==> src/inc/power_seq_pkg.sv <==
// constants and types shared by the four-rail power sequencer
// Notes on behaviour
// - the first enable rises only after the main rail has been high without a break for the long delay.
// - in power-up the second enable rises once the second rail is qualified high, with only the short filter.
// - in power-up the third enable rises once the third rail is qualified high, with only the short filter.
// - power-good rises once all four rails have been high without a break for the long delay.
// - once power-good is reached it falls as soon as any of the four rails reads low.
// - once power-good is reached a main-rail low drops all three enables; other rails leave them on.
// - the second and third enable stages advance only after the main rail and the next rail are both high for 30 us.
// - from power-good a 30 us low on rails two to four goes back to three-enables-on; on the main rail to reset.
// - power-good enters a monitoring mode in which the enables follow the main rail and power-good follows all four rails.
package power_seq_pkg;

  localparam int unsigned CLK_MHZ = 200;
  localparam int unsigned LONG_DELAY_MS = 190;
  localparam int unsigned LONG_DELAY_MIN_MS = 100;
  localparam int unsigned LONG_DELAY_MAX_MS = 280;
  localparam int unsigned SHORT_DELAY_US = 30;
  localparam int unsigned LONG_DELAY_CYCLES = LONG_DELAY_MS * 1000 * CLK_MHZ;
  localparam int unsigned SHORT_DELAY_CYCLES = SHORT_DELAY_US * CLK_MHZ;
  localparam int unsigned COUNT_W = 32;
  localparam int unsigned RAIL_COUNT = 4;

  localparam logic [RAIL_COUNT-1:0] RAILS_RESET = 4'h0;
  localparam logic [COUNT_W-1:0] COUNT_RESET = 32'h0000_0000;

  typedef enum logic [2:0] {
    SEQ_RESET,
    SEQ_FIRST_ON,
    SEQ_TWO_ON,
    SEQ_THREE_ON,
    SEQ_POWER_GOOD
  } seq_state_t;

endpackage

==> src/inc/qual_timer_if.sv <==
// link between the sequencer and one qualification timer
`timescale 1ns/10ps
`default_nettype none
interface qual_timer_if;
  logic restart;
  logic hold;
  logic [power_seq_pkg::COUNT_W-1:0] limit;
  logic expired;

  modport ctrl (output restart, output hold, output limit, input expired);
  modport timer (input restart, input hold, input limit, output expired);
endinterface
`default_nettype wire

==> src/rtl/power_sequencer.sv <==
// four-rail supply sequencer and power-good monitor
`timescale 1ns/10ps
`default_nettype none
module power_sequencer #(
  parameter logic [31:0] LONG_CYCLES = power_seq_pkg::LONG_DELAY_CYCLES,
  parameter logic [31:0] SHORT_CYCLES = power_seq_pkg::SHORT_DELAY_CYCLES
) (
  input wire logic core_clk,
  input wire logic rstn,
  input wire logic main_rail_sense,
  input wire logic second_rail_sense,
  input wire logic third_rail_sense,
  input wire logic final_rail_sense,
  input wire logic first_regulator_enable_in,
  output logic first_regulator_enable_out,
  output logic first_regulator_enable_oe,
  input wire logic second_regulator_enable_in,
  output logic second_regulator_enable_out,
  output logic second_regulator_enable_oe,
  input wire logic third_regulator_enable_in,
  output logic third_regulator_enable_out,
  output logic third_regulator_enable_oe,
  input wire logic system_power_good_in,
  output logic system_power_good_out,
  output logic system_power_good_oe,
  output logic [2:0] sequence_state
);

  localparam int unsigned NR = power_seq_pkg::RAIL_COUNT;

  logic [NR-1:0] rail_raw;
  logic [NR-1:0] rail_meta;
  logic [NR-1:0] rail;
  logic main_hi;
  logic second_hi;
  logic third_hi;
  logic final_hi;
  logic aux_all_hi;
  logic all_hi;

  power_seq_pkg::seq_state_t state;
  power_seq_pkg::seq_state_t next_state;

  logic en1;
  logic en2;
  logic en3;
  logic pgood;
  logic next_en1;
  logic next_en2;
  logic next_en3;
  logic next_pgood;
  logic pin_readback_unused;

  qual_timer_if tmr_a ();
  qual_timer_if tmr_b ();

  assign rail_raw = {final_rail_sense, third_rail_sense,
                     second_rail_sense, main_rail_sense};

  // two-stage synchroniser per rail; the comparators are asynchronous
  always_ff @(posedge core_clk or negedge rstn) begin
    if (!rstn) begin
      rail_meta <= power_seq_pkg::RAILS_RESET;
      rail <= power_seq_pkg::RAILS_RESET;
    end else begin
      rail_meta <= rail_raw;
      rail <= rail_meta;
    end
  end

  assign main_hi = rail[0];
  assign second_hi = rail[1];
  assign third_hi = rail[2];
  assign final_hi = rail[3];
  assign aux_all_hi = second_hi && third_hi && final_hi;
  assign all_hi = main_hi && aux_all_hi;

  // timer a: the long delays in power-up, main-rail fault in power-good
  // timer b: stage filters in power-up, other-rail fault in power-good
  always_comb begin
    tmr_a.hold = 1'b0;
    tmr_a.limit = LONG_CYCLES;
    tmr_b.hold = 1'b0;
    tmr_b.limit = SHORT_CYCLES;
    case (state)
      power_seq_pkg::SEQ_RESET: begin
        tmr_a.hold = main_hi;
      end
      power_seq_pkg::SEQ_FIRST_ON: begin
        tmr_b.hold = main_hi && second_hi;
      end
      power_seq_pkg::SEQ_TWO_ON: begin
        tmr_b.hold = main_hi && third_hi;
      end
      power_seq_pkg::SEQ_THREE_ON: begin
        tmr_a.hold = all_hi;
      end
      power_seq_pkg::SEQ_POWER_GOOD: begin
        // the long delay plays no part once power-good is reached
        tmr_a.hold = !main_hi;
        tmr_a.limit = SHORT_CYCLES;
        tmr_b.hold = !aux_all_hi;
      end
      default: begin
        tmr_a.hold = 1'b0;
      end
    endcase
  end

  // a state change restarts both waits so no qualification carries over
  assign tmr_a.restart = (next_state != state);
  assign tmr_b.restart = (next_state != state);

  qual_timer u_timer_a (
    .core_clk(core_clk),
    .rstn(rstn),
    .tmr(tmr_a)
  );

  qual_timer u_timer_b (
    .core_clk(core_clk),
    .rstn(rstn),
    .tmr(tmr_b)
  );

  always_comb begin
    next_state = state;
    case (state)
      power_seq_pkg::SEQ_RESET: begin
        if (tmr_a.expired) begin
          next_state = power_seq_pkg::SEQ_FIRST_ON;
        end
      end
      power_seq_pkg::SEQ_FIRST_ON: begin
        if (tmr_b.expired) begin
          next_state = power_seq_pkg::SEQ_TWO_ON;
        end
      end
      power_seq_pkg::SEQ_TWO_ON: begin
        if (tmr_b.expired) begin
          next_state = power_seq_pkg::SEQ_THREE_ON;
        end
      end
      power_seq_pkg::SEQ_THREE_ON: begin
        if (tmr_a.expired) begin
          next_state = power_seq_pkg::SEQ_POWER_GOOD;
        end
      end
      power_seq_pkg::SEQ_POWER_GOOD: begin
        // a main-rail fault outranks a fault on the other rails
        if (tmr_a.expired) begin
          next_state = power_seq_pkg::SEQ_RESET;
        end else if (tmr_b.expired) begin
          next_state = power_seq_pkg::SEQ_THREE_ON;
        end
      end
      default: begin
        next_state = power_seq_pkg::SEQ_RESET;
      end
    endcase
  end

  always_ff @(posedge core_clk or negedge rstn) begin
    if (!rstn) begin
      state <= power_seq_pkg::SEQ_RESET;
    end else begin
      state <= next_state;
    end
  end

  // outputs are decoded from the state being entered, so they change on
  // the same edge as the state itself
  always_comb begin
    next_en1 = 1'b0;
    next_en2 = 1'b0;
    next_en3 = 1'b0;
    next_pgood = 1'b0;
    case (next_state)
      power_seq_pkg::SEQ_RESET: begin
        next_en1 = 1'b0;
      end
      power_seq_pkg::SEQ_FIRST_ON: begin
        next_en1 = 1'b1;
      end
      power_seq_pkg::SEQ_TWO_ON: begin
        next_en1 = 1'b1;
        next_en2 = 1'b1;
      end
      power_seq_pkg::SEQ_THREE_ON: begin
        next_en1 = 1'b1;
        next_en2 = 1'b1;
        next_en3 = 1'b1;
      end
      power_seq_pkg::SEQ_POWER_GOOD: begin
        // monitoring mode: enables hang on the main rail only
        next_en1 = main_hi;
        next_en2 = main_hi;
        next_en3 = main_hi;
        next_pgood = all_hi;
      end
      default: begin
        next_pgood = 1'b0;
      end
    endcase
  end

  always_ff @(posedge core_clk or negedge rstn) begin
    if (!rstn) begin
      en1 <= 1'b0;
      en2 <= 1'b0;
      en3 <= 1'b0;
      pgood <= 1'b0;
    end else begin
      en1 <= next_en1;
      en2 <= next_en2;
      en3 <= next_en3;
      pgood <= next_pgood;
    end
  end

  // open-drain: pull low while deasserted, release to the pull-up when high
  assign first_regulator_enable_out = 1'b0;
  assign first_regulator_enable_oe = !en1;
  assign second_regulator_enable_out = 1'b0;
  assign second_regulator_enable_oe = !en2;
  assign third_regulator_enable_out = 1'b0;
  assign third_regulator_enable_oe = !en3;
  assign system_power_good_out = 1'b0;
  assign system_power_good_oe = !pgood;
  assign sequence_state = state;

  // the pin levels are not needed: a wired-low from outside does not
  // change the sequence
  assign pin_readback_unused = first_regulator_enable_in
    ^ second_regulator_enable_in ^ third_regulator_enable_in
    ^ system_power_good_in;

endmodule
`default_nettype wire

==> src/rtl/qual_timer.sv <==
// counts how long a condition has held without a break
`timescale 1ns/10ps
`default_nettype none
module qual_timer (
  input wire logic core_clk,
  input wire logic rstn,
  qual_timer_if.timer tmr
);

  logic [power_seq_pkg::COUNT_W-1:0] count;
  logic [power_seq_pkg::COUNT_W-1:0] last;

  // any break in the condition starts the wait over
  always_ff @(posedge core_clk or negedge rstn) begin
    if (!rstn) begin
      count <= power_seq_pkg::COUNT_RESET;
    end else if (tmr.restart || !tmr.hold) begin
      count <= power_seq_pkg::COUNT_RESET;
    end else if (count != last) begin
      count <= count + 1'b1;
    end
  end

  // a limit of zero is treated as one cycle
  assign last = (tmr.limit == '0) ? '0 : tmr.limit - 1'b1;
  // expired must not look at restart: the owner decodes restart from the
  // state change that expired itself causes, which would close a loop
  assign tmr.expired = tmr.hold && (count == last);

endmodule
`default_nettype wire

==> config.mk <==
export PLATFORM = sky130hd
export DESIGN_NAME = power_sequencer
export DESIGN_NICKNAME = d
export VERILOG_FILES = /design/src/inc/power_seq_pkg.sv /design/src/inc/qual_timer_if.sv /design/src/rtl/power_sequencer.sv /design/src/rtl/qual_timer.sv
export SDC_FILE = /design/constraint.sdc
export NUM_CORES = 1
export LEC_CHECK = 0
export BUFFER_PORTS_ARGS = -buffer_cell sky130_fd_sc_hd__buf_2
export CORE_ASPECT_RATIO = 0.75
export CORE_MARGIN = 3
export CORE_UTILIZATION = 65
export CTS_BUF_LIST = sky130_fd_sc_hd__clkbuf_8
export CTS_CLUSTER_SIZE = 30
export DETAILED_ROUTE_END_ITERATION = 12
export GPL_TIMING_DRIVEN = 0
export HOLD_SLACK_MARGIN = 0.06
export PLACE_DENSITY_LB_ADDON = 0.25
export SLEW_MARGIN = 20
export SYNTH_ARGS = -nofsm -noshare
export SYNTH_HDL_FRONTEND = slang
export SYNTH_SLANG_ARGS = --single-unit
==> constraint.sdc <==
create_clock -name core_clk -period 7.5 [get_ports core_clk]
set_input_delay 1.5 -clock core_clk [delete_from_list [all_inputs] [get_ports core_clk]]
set_output_delay 1.5 -clock core_clk [all_outputs]
set_load 0.1 [all_outputs]
Yosys cells after proc, flatten, opt, wreduce, memory -nomap -nowiden
Index checks and enable logic that the tools add are counted.

operators by class
  mux-type cells = 18
  reductions and logical operators = 23
  add/subtract/negate cells = 3
  eq/ne operators = 13

operator list
  operator                 count
  $mux W32                 5
  $add A32 B1 Y32 const B  2
  $eq A32 B13 Y1 const B   1
  $eq A32 B32 Y1           1
  $logic_not A32 Y1        1
  $ne A32 B13 Y1 const B   1
  $ne A32 B32 Y1           1
  $sub A26 B1 Y27 const B  1
  $mux W26                 1
  $mux W3                  5
  $pmux W3 S5              1
  $eq A3 B2 Y1 const B     4
  $logic_not A1 Y1         8
  $logic_and A1 B1 Y1      7
  $eq A3 B1 Y1 const B     2
  $eq A3 B3 Y1 const B     2
  $pmux W1 S2              3
  $pmux W1 S3              2
  $reduce_bool A2 Y1       2
  $logic_not A3 Y1         1
  $ne A3 B3 Y1             1
  $reduce_or A3 Y1         1
  $logic_or A1 B1 Y1       2
  $reduce_or A2 Y1         1
  $mux W1                  1

storage, ports and cells
  output and inout bits = 11
  bits of input ports = 10
  register bits = 79
  logic and storage cells = 66

Logic depth before layout (Yosys ltp)
Gate-level depths: netlist of the first run.

  word-level depth = 11
  depth in mapped cells = 8
  gate-level depth less buffers = 7

By module
Synthesis of the first run repeated with hierarchy kept, for this count alone.

second synthesis, totals
  cells, all modules = 916
  area total of the unflattened synthesis = 7372.1 µm²

by module, submodules not included
  module                  sequential area each (µm²)  instances  cells each  area an instance (µm²)
  qual_timer (u_timer_a)  800.8                       1          426         3360.7
  qual_timer (u_timer_b)  800.8                       1          419         3274.4
  power_sequencer         375.4                       1          71          737.0

Worst setup path after synthesis of the first run
No wires, ideal clock.

  kind = register to register
  from = register state[1] (netlist: sequence_state[1])
  to = register state[0] (netlist: sequence_state[0])
  library setup time = 0.071 ns
  arrival time = 2.896 ns
  buffers on the path = 2
  stages on the path, launching flop included = 9
  required time = 7.429 ns
  slack = 4.533 ns
  period minus slack after synthesis = 2.967 ns
  cells stage by stage = dfrtp_1 -> clkbuf_1 -> or3b_2 -> nand4_1 -> a211oi_2 -> clkbuf_1 -> a21oi_1 -> or4_1 -> nand3_1

between the ends
  longest elaborated chain between the ends = 8
  elaborated cells between the ends (all ways) = 20
  those cells by class = add/sub (1); eq/ne (5); mux (10); reduce/logical (4)

ends and longest elaborated chain
  item                                                  RTL line                                                                source
  from (decl)                                           power_sequencer.sv:41                                                   power_seq_pkg::seq_state_t state;
  from (signal assigned)                                power_sequencer.sv:165                                                  state <= power_seq_pkg::SEQ_RESET;
  from (signal assigned)                                power_sequencer.sv:167                                                  state <= next_state;
  $eq A3 B3 Y1                                          power_sequencer.sv:85, power_sequencer.sv:128
  $mux W26                                              power_sequencer.sv:85                                                   case (state)
  $sub A26 B1 Y27 or $logic_not A32 Y1 (tied branches)  qual_timer.sv:25                                                        assign last = (tmr.limit == '0) ? '0 : tmr.limit - 1'b1;
  $mux W32                                              qual_timer.sv:25
  $eq A32 B32 Y1                                        qual_timer.sv:28                                                        assign tmr.expired = tmr.hold && (count == last);
  $logic_and A1 B1 Y1                                   qual_timer.sv:28
  $mux W3 (on tied branches)                            power_sequencer.sv:151, power_sequencer.sv:130, power_sequencer.sv:145
  $pmux W3 S5 *                                         power_sequencer.sv:128                                                  case (state)
  named net next_state[0]                               power_sequencer.sv:42                                                   power_seq_pkg::seq_state_t next_state;

Mark *: on every way through the listed nets, which the timed path passes. The rest lies on a longest branch.
A chain may end at the register's enable or synchronous reset.

Worst setup path after layout of the first run
  from = register u_timer_b.count[16] in the netlist's numbering
  to = register u_timer_b.count[26] in the netlist's numbering

between the ends
  longest elaborated chain between the ends = 8
  elaborated cells between the ends (all ways) = 13
  those cells by class = add/sub (1); eq/ne (3); mux (6); reduce/logical (3)

ends and longest elaborated chain
  item                                            RTL line                                        source
  from (decl)                                     qual_timer.sv:10                                logic [power_seq_pkg::COUNT_W-1:0] count;
  from (signal assigned)                          qual_timer.sv:16                                count <= power_seq_pkg::COUNT_RESET;
  from (signal assigned)                          qual_timer.sv:18                                count <= power_seq_pkg::COUNT_RESET;
  from (signal assigned)                          qual_timer.sv:20                                count <= count + 1'b1;
  $eq A32 B13 Y1                                  qual_timer.sv:28
  $logic_and A1 B1 Y1                             qual_timer.sv:28
  $mux W3                                         power_sequencer.sv:140, power_sequencer.sv:153
  $mux W3                                         power_sequencer.sv:151                          if (tmr_a.expired) begin
  $pmux W3 S5                                     power_sequencer.sv:128
  $ne A3 B3 Y1                                    power_sequencer.sv:112                          assign tmr_b.restart = (next_state != state);
  $logic_or A1 B1 Y1                              qual_timer.sv:17                                end else if (tmr.restart || !tmr.hold) begin
  $mux W32 or $reduce_bool A2 Y1 (tied branches)  --

Several ways; a longest one is shown, not always the timed one. The select of a mux whose other input is x is not followed.

==> results.txt, run 1 <==
- After detailed routing, the number of remaining DRC violations is 0.
* Maximum number of pins on one net before global-route repair: 46
* DR vias: 3118
* Total overflow reported by the global router: 0
* Gpl congestion: 0.849
* Cell variety after synth: 45
- Core occupancy in the finished layout: 75.5%
- Core Rows: 24
* Reg2reg end: u_timer_b.count[26]
* Detail-routed via count per cell: 5.93
- Height of the chip: 74.3 µm
- Die X: 97.1 µm
- Post-synthesis average cell area: 9.73 µm²
- Clock tree from TritonCTS: done
- Signed area change from the synthesized netlist to the final layout: 10.5%
- The share of synthesized area in the top cell type comes to 48.9%.
- Source of the worst register-to-register timing path: u_timer_b.count[16]
* Hold Path Cell Cnt: 0
- The synthesized design contains 0 enable-type register cells.
- After technology mapping, the gate count stands at 416.
- In this run the standard cell core region covers 0.00592 mm².
* Worst-Skew Late Latency: 350 ps
- Standard cell with the maximum stage delay on the critical path: sky130_fd_sc_hd__a2111oi_4
- Outcome: completed
- Antenna cells: 0
- After detailed placement, the design holds a cell count of 510.
- Counting along the longest clock path gives a buffer depth of 2.
- Dividing the detail-routed wire length by the instance count gives 16.3 µm.
- The first global-routing pass estimated 14300 µm of wire.
- Wirelength, routed: 8560 µm
- For this block, the initial DRC count from the detailed router was 166.
* Hold Crit Start: rail_meta[2]
* Static leakage: 1.84 nW
- Placed cell area: 0.00425 mm²
- Most frequent cell after synthesis: sky130_fd_sc_hd__nor2_1
* Most common library cells after synthesis: 85 x sky130_fd_sc_hd__nor2_1, 79 x sky130_fd_sc_hd__dfrtp_1, 32 x sky130_fd_sc_hd__nand3_1, 32 x sky130_fd_sc_hd__xnor2_1, 29 x sky130_fd_sc_hd__xor2_1
- Once the clock tree was built, the setup fixing pass inserted 0 buffers.
* Setup-violating endpoint count in the final report: 0
- Max-slew violation count: 0
- Clk sinks: 79
- Buffers on Ports: 12
* Count of cells resized by post-cts repair: 0
- Root Buffer Master: sky130_fd_sc_hd__clkbuf_8
- Global routing used 25.2% of the available tracks.
* CP bufs+invs: 1
- After synthesis, the share of flip-flops with an asynchronous set or reset is 100%.
- For this design, the CTS-stage hold fixing added 0 buffers.
- Fin crit share: 39.0%
- Initial DRT Pass Iterations: 5
- Summed over all nets, the half-perimeter wirelength after detailed placement is 6140 µm.
- In this run the tightest slew margin relative to its limit is 37.3%.
- Final ANT Viol Nets: 0
* Sum of negative setup slack: 0 ps
- Along the worst path, the maximum fanout reaches 10.
- Layout cells sized above 1: 11.4%
- Antenna violations before repair: 0
- Yosys top cell by area: sky130_fd_sc_hd__dfrtp_1
- Starting utilization of the core area: 68.4%
- Worst clock skew on the final layout: 7.22 ps
- Maximum capacitance violations: 0
- Minimum clock period: 2920 ps
- Path class of the lowest-slack min-delay path: reg -> reg
- For this run, the number of standard cells in the final layout without fillers is 526.
* Most instantiated flip-flop cell in the synthesis netlist: sky130_fd_sc_hd__dfrtp_1
- The die covers 0.00722 mm².
- Synth warnings: 0
* Number of global-route vias before repair: 2946
- Clock-pin slew was measured on the worst setup and hold paths at 80 ps.
* Start-to-end type of the worst setup path: reg -> reg
- Overall power after layout: 0.814 mW
- The setup check on the worst reg-to-reg path leaves a slack of 4580 ps.
- Top-level port count: 21
- Required time reported for the critical path endpoint: 7740 ps
- Worst path arrival time: 3160 ps
- Hold Path Sink: rail[2]
* Max Fclk: 0.342 GHz
* Max VDD drop: 0.110 mV
* Biggest area contributors in the synthesized netlist: sky130_fd_sc_hd__dfrtp_1 49%, sky130_fd_sc_hd__nor2_1 7.9%, sky130_fd_sc_hd__xnor2_1 6.9%
- Dividing total power by cell area gives a power density of 182 mW/mm².
- Clock tree synthesis inserted a total of 9 buffers.
- STA classifies the critical path startpoint as a register.
* Family of cells with the greatest summed delay on the critical path: simple AND/OR/NAND/NOR gates
- Largest stage delay on the critical path: 640 ps
* Hold violation total from the final report: 0
- After synthesis the netlist holds a flip-flop and latch count of 79.
- STA classifies the critical path endpoint as a register.
- In this run the cell area of the synthesized design comes to 0.00405 mm².
- Area of all placed cells without fillers: 0.00447 mm²
* Worst Tran Pin Value: 933 ps
- Portion of the post-synthesis area used by sequential elements: 48.9%
- After the last flow step, the layout net total stands at 455.
* CTS HTree Levels: 3
- Worst-case reg-to-reg path depth: 7
* Cells along the critical path: or4_1, or4_4, a2111oi_4, a221oi_2, o21ai_4, buf_6, nor2_1
- Unrepaired setup endpoints after global routing: no
worst max path at each step:
stage	startpoint	end	slack, ps	cells past startpoint
finish	u_timer_b.count[16]	u_timer_b.count[26]	4580	7
detailed placement	u_timer_b.count[16]	u_timer_b.count[3]	4650	7
CTS	u_timer_b.count[16]	u_timer_b.count[25]	4620	7
global placement	rstn	u_timer_b.count[17]	4410	1
global route	sequence_state[0]	u_timer_b.count[19]	4460	8
floorplan	sequence_state[1]	sequence_state[0]	4530	8
power by group:
part	internal [mW]	switching, mW
clock network	0.181	0.157
registers	0.432	0.00653
logic	0.0117	0.0259
final cells by class:
class                           instances  area, µm²
Timing Repair Buffer                   13       90.1
Clock buffer                           12        165
Inverter                               13       48.8
Tap cell                               78       97.6
Buffer                                 17        124
Sequential cell                        79       1980
Clock inverter                          4       52.6
Multi-Input combinational cell        310       1910
Fill cell                             404       1450
layout by cell type (no fill, tap or decap), drive strengths merged, types with 2 or more instances in the layout:
cell      Yosys  routed
a211oi        2       2
nand2        25      25
or4           4       4
a22oi         2       2
nor2         85      85
or3           2       2
xnor2        32      32
conb          1       4
o2111ai       2       2
and4          5       5
nor3         12      12
and3          8       8
and2          3       3
clkinvlp      0       3
buf          10      23
o21ai         5       5
inv          13      13
nand3        32      32
clkbuf        7      19
a21oi         4       4
a2111oi       2       2
nor2b         2       2
nand4        19      19
xor2         29      29
nor4          8       8
and3b         3       3
dfrtp        79      79
or3b          2       2
ha            2       2
nor4b         3       3
nor3b         3       3
state kept, by name, summed over array words and instances, names as in the netlist:
| signal | cells |
|---|---|
| rail | 4 |
| pgood | 1 |
| u_timer_a.count | 32 |
| en3 | 1 |
| u_timer_b.count | 32 |
| sequence_state | 3 |
| en2 | 1 |
| en1 | 1 |
| rail_meta | 4 |
logic make-up after synthesis:
kind of cell / synth area share, %
adders and majority gates: 0.618
xor gates and xnor gates: 13.2
buffers and inverters: 4.27
DFF: 48.9
AOI/OAI and AO/OA: 5.60
and+or+nand+nor: 27.4
other: 0.0927
worst register-to-register path, stage by stage, from the launching register on:
cell and delay (ps):
sky130_fd_sc_hd__dfrtp_1 420, sky130_fd_sc_hd__or4_1 540, sky130_fd_sc_hd__or4_4 520, sky130_fd_sc_hd__a2111oi_4 640
sky130_fd_sc_hd__a221oi_2 200, sky130_fd_sc_hd__o21ai_4 260, sky130_fd_sc_hd__buf_6 180, sky130_fd_sc_hd__nor2_1 60
routing by layer:
metal / routed length (µm) / GRT usage [%] / part of all wire [%]
met3: 588 / 7.87 / 6.9
met1: 4140 / 35.5 / 48
met4: 147 / 8.41 / 1.7
met5: 0 / 0 / 0
met2: 3690 / 37.6 / 43
metrics by stage:
stage          setup slack, ps  hold WS (ps)
6_report                  4580           355
5_1_grt                   4460           365
4_1_cts                   4620           355
3_5_place_dp              4650           338
3_3_place_gp              4410           334
2_1_floorplan             4530           331
Power figures use the tool's default switching activity.
==> run 2: changes to the inputs <==
--- a/config.mk
+++ b/config.mk
@@ -5,10 +5,11 @@
 export SDC_FILE = /design/constraint.sdc
 export NUM_CORES = 1
 export LEC_CHECK = 0
+export ABC_AREA = 1
 export BUFFER_PORTS_ARGS = -buffer_cell sky130_fd_sc_hd__buf_2
 export CORE_ASPECT_RATIO = 0.75
 export CORE_MARGIN = 3
-export CORE_UTILIZATION = 65
+export CORE_UTILIZATION = 58
 export CTS_BUF_LIST = sky130_fd_sc_hd__clkbuf_8
 export CTS_CLUSTER_SIZE = 30
 export DETAILED_ROUTE_END_ITERATION = 12
==> constraint.sdc (replaced) <==
create_clock -name core_clk -period 2.6 [get_ports core_clk]
set_input_delay 0.52 -clock core_clk [delete_from_list [all_inputs] [get_ports core_clk]]
set_output_delay 0.52 -clock core_clk [all_outputs]
set_load 0.1 [all_outputs]
==> run 2 against run 1 <==
Against the previous run:
- fmax is 25% higher
- highest routed layer unchanged
- power grew to 2.9 times the previous value
- worst hold slack worse by 230 ps
- core utilization is 9.5 points lower
- critical path type unchanged
==> results.txt, run 2 <==
- Outcome: completed (unchanged).
* Clk sinks: 79 (unchanged)
* Buffers on Ports: 12 (unchanged)
* Portion of the post-synthesis area used by sequential elements: 40.7% (was 48.9%)
- Most common library cells after synthesis: 90 x sky130_fd_sc_hd__nand2_1, 79 x sky130_fd_sc_hd__dfrtp_1, 65 x sky130_fd_sc_hd__nor2_1 (was 85 x sky130_fd_sc_hd__nor2_1, 79 x sky130_fd_sc_hd__dfrtp_1, 32 x sky130_fd_sc_hd__nand3_1, 32 x sky130_fd_sc_hd__xnor2_1, 29 x sky130_fd_sc_hd__xor2_1)
* Fin crit share: 89.6% (was 39.0%)
- The number of cells in the design after placement came to 650 (was 510).
* Clock tree from TritonCTS: done (unchanged)
- The count of pins on the block boundary was 21 (unchanged).
- Max Fclk: 0.429 GHz (was 0.342 GHz)
- The post-synthesis cell area came to 0.00486 mm² (was 0.00405 mm²).
* Gpl congestion: 0.903 (was 0.849)
* Number of global-route vias before repair: 3412 (was 2946)
- Start-to-end type of the worst setup path: reg -> reg (unchanged)
- The number of enable-type register cells in the synthesized netlist came to 0 (unchanged).
- The number of cell instances on the worst register-to-register path is 14 (was 7).
- Total overflow reported by the global router: 0 (unchanged)
- Global-route wire length before repair: 15900 µm (was 14300 µm)
- The number of warnings reported in the yosys synthesis log was 0 (unchanged).
* Biggest area contributors in the synthesized netlist: sky130_fd_sc_hd__dfrtp_1 41%, sky130_fd_sc_hd__nor2_4 15%, sky130_fd_sc_hd__nand2_1 7.0% (was sky130_fd_sc_hd__dfrtp_1 49%, sky130_fd_sc_hd__nor2_1 7.9%, sky130_fd_sc_hd__xnor2_1 6.9%)
- Fin nets: 568 (was 455)
* Kind of start point of the critical path: register (unchanged)
- The post-CTS setup buffer count is 0 (unchanged).
- Finished Layout Cells: 666 (was 526)
- The cell chosen for the clock root is sky130_fd_sc_hd__clkbuf_8 (unchanged).
* Layout cells sized above 1: 25.1% (was 11.4%)
- Required time reported for the critical path endpoint: 2890 ps (was 7740 ps)
- Number of cells produced by synthesis: 529 (was 416)
- Height of the chip: 85.3 µm (was 74.3 µm)
- Synthesis-stage register bit count: 79 (unchanged)
* Number of fillers in the final layout: 638 (was 404)
- The maximum number of pins on one net before global-route repair was 44 (was 46).
- Count of cells resized by post-cts repair: 0 (unchanged)
- Unrepaired setup endpoints after global routing: no (unchanged).
- The via density per instance is 5.12 (was 5.93).
- Average wire length per cell after detail routing: 13.3 µm (was 16.3 µm)
- Die footprint: 0.00952 mm² (was 0.00722 mm²)
* Static leakage: 2.17 nW (was 1.84 nW)
- The arrival time at the worst endpoint was 2620 ps (was 3160 ps).
- The clock skew after layout is 6.36 ps (was 7.22 ps).
* Path class of the lowest-slack min-delay path: in -> async (was reg -> reg)
- The commonest non-fill, non-tap cell in the layout is sky130_fd_sc_hd__nand2_1 (was sky130_fd_sc_hd__nor2_1).
- Reg2reg end: u_timer_b.count[12] (was u_timer_b.count[26])
- The highest net fanout along the worst path came to 10 (unchanged).
- Antenna violations before repair: 0 (unchanged)
* Total core area: 0.00802 mm² (was 0.00592 mm²)
- Largest registers: u_timer_a.count (32), u_timer_b.count (32) (unchanged)
* Count of unresolved DRC violations after routing: 0 (unchanged)
- Maximum capacitance violations: 0 (unchanged)
- The die extent in x is 112 µm (was 97.1 µm).
* Source of the worst register-to-register timing path: u_timer_b.count[0] (was u_timer_b.count[16])
* Initial DRT Pass Iterations: 5 (unchanged)
- Num CTS Buffers: 9 (unchanged)
* Pre-CTS setup slack: 272 ps (was 4650 ps)
* Max-slew violation count: 0 (unchanged)
- Core Rows: 28 (was 24)
- R2R setup slack: 270 ps (was 4580 ps)
* Most instantiated flip-flop cell in the synthesis netlist: sky130_fd_sc_hd__dfrtp_1 (unchanged)
- The post-layout worst setup margin was 272 ps (was 4580 ps).
* Worst-Skew Late Latency: 350 ps (about the same)
- The clock slew at the register clock pins of the worst setup and hold paths is 80 ps (about the same).
- Max Root-Sink Buffers: 2 (unchanged)
- The total global routing track utilization came to 20.6% (was 25.2%).
- The minimum period implied by the final worst setup slack is 2330 ps (was 2920 ps).
- DR vias: 3408 (was 3118)
- Async set-reset flop share out of synthesis: 100% (unchanged)
* Core occupancy in the finished layout: 66.0% (was 75.5%)
* Top library cells by usage in the layout, fill and taps aside: 90 x sky130_fd_sc_hd__nand2_1, 79 x sky130_fd_sc_hd__dfrtp_1, 65 x sky130_fd_sc_hd__nor2_1, 63 x sky130_fd_sc_hd__nor2_4, 56 x sky130_fd_sc_hd__inv_1 (was 85 x sky130_fd_sc_hd__nor2_1, 79 x sky130_fd_sc_hd__dfrtp_1, 32 x sky130_fd_sc_hd__nand3_1, 32 x sky130_fd_sc_hd__xnor2_1, 29 x sky130_fd_sc_hd__xor2_1)
- The pin slew with the least headroom to its limit was 498 ps (was 933 ps).
- The number of unique standard cell types used by synthesis was 32 (was 45).
- Most frequent cell after synthesis: sky130_fd_sc_hd__nand2_1 (was sky130_fd_sc_hd__nor2_1)
- Worst hold margin: 122 ps (was 355 ps)
- The number of H-tree branching levels came to 3 (unchanged).
- Wirelength, routed: 8890 µm (was 8560 µm)
- Max VDD drop: 0.368 mV (was 0.110 mV)
- The power density relative to cell area came to 441 mW/mm² (was 182 mW/mm²).
* Final HPWL DP: 6510 µm (was 6140 µm)
* Iteration-0 DRC Markers: 241 (was 166)
- The element type at the critical path end was a register (unchanged).
- The total inserted antenna cells was 0 (unchanged).
- Slew HR: 66.5% (was 37.3%)
- Starting utilization of the core area: 60.6% (was 68.4%)
- The count of antenna-violating nets left after detailed routing came to 0 (unchanged).
- Signed area change from the synthesized netlist to the final layout: 8.99% (was 10.5%)
* Share of Yosys cell area claimed by the top area cell type: 40.7% (was 48.9%)
* Setup-violating endpoint count in the final report: 0 (unchanged)
* Sum of negative setup slack: 0 ps (unchanged)
- Yosys top cell by area: sky130_fd_sc_hd__dfrtp_1 (unchanged)
* Count of hold buffers inserted by post-cts repair: 0 (unchanged)
- The mean post-synth cell area came to 9.19 µm² (was 9.73 µm²).
- Hold violation total from the final report: 0 (unchanged)
==> run 2: cell types whose count changed after synthesis, sizes merged, moves of 3 or more <==
| cell | previous run | this run |
|---|---|---|
| and3b | 3 | 0 |
| clkbuf | 7 | 0 |
| inv | 13 | 64 |
| nor2 | 85 | 135 |
| xnor2 | 32 | 22 |
| and3 | 8 | 1 |
| and4 | 5 | 0 |
| nor4b | 3 | 0 |
| nand2 | 25 | 99 |
| nor3 | 12 | 15 |
| xor2 | 29 | 36 |
| nor4 | 8 | 5 |
| and2 | 3 | 0 |
| or4 | 4 | 1 |
==> run 2: worst max-delay path, cell delays in order (launching register included) <==
cell and delay, ps:
sky130_fd_sc_hd__dfrtp_1 410, sky130_fd_sc_hd__ha_1 210, sky130_fd_sc_hd__nand3_1 190, sky130_fd_sc_hd__nor2_1 160, sky130_fd_sc_hd__nand2_1 100, sky130_fd_sc_hd__nor2_4 150
sky130_fd_sc_hd__nand2_1 90, sky130_fd_sc_hd__nand2_1 60, sky130_fd_sc_hd__nand2_1 80, sky130_fd_sc_hd__nor2_1 130, sky130_fd_sc_hd__nand3_1 90, sky130_fd_sc_hd__nand2_2 140
sky130_fd_sc_hd__nand3_4 170, sky130_fd_sc_hd__buf_12 210, sky130_fd_sc_hd__nor2_4 70
==> run 2: power breakdown <==
group          internal [mW]  switching [mW]  leakage [nW]
clock network          0.534           0.449         0.109
logic                 0.0280          0.0833         0.982
registers               1.24         0.00538          1.08
total                   1.80           0.538          2.17
==> run 2: cell families after synthesis <==
logic type      synth area share, %
simple gates                   39.5
other cells                  0.0772
buf+inv                        8.03
xor+xnor                       10.5
fa+ha+maj                     0.515
compound gates                0.772
flops                          40.7
==> run 2: how the worst max path moves through the flow <==
stage / startpoint / to / slack [ps] / cells past startpoint
global route: u_timer_b.count[0] / u_timer_b.count[30] / 20 / 11
CTS: u_timer_b.count[0] / u_timer_b.count[12] / 250 / 14
floorplan: sequence_state[2] / u_timer_a.count[18] / 70 / 15
finish: u_timer_b.count[0] / u_timer_b.count[12] / 270 / 14
global placement: u_timer_b.count[0] / u_timer_b.count[26] / 290 / 9
detailed placement: u_timer_b.count[0] / u_timer_b.count[30] / 270 / 14
==> run 2: routing by layer <==
layer  GRT usage [%]  part of all wire (%)  up-vias
met5               0                     0        -
met1            29.5                    49     1654
met4            5.52                  0.93        0
li1                -                     -     1693
met3            4.92                   3.7       10
met2            31.8                    46       51
==> run 2: cell type report <==
cell class | instances | area, µm² | share of cell area (%)
buffer | 10 | 150 | 2.83
multi-input combinational | 379 | 2500 | 47.3
clock buffer | 9 | 124 | 2.34
clock inverter | 7 | 87.6 | 1.65
tap | 105 | 131 | 2.48
timing repair buffer | 13 | 82.6 | 1.56
sequential | 79 | 1980 | 37.3
inverter | 64 | 240 | 4.54
==> run 2: stage by stage <==
stage | power [mW] | instance area (µm²)
global placement | 1.38 | 5060
floorplan | 1.34 | 4870
finish | 2.34 | 5300
global route | 2.43 | 5300
CTS | 2.36 | 5300
detailed placement | 1.38 | 5080
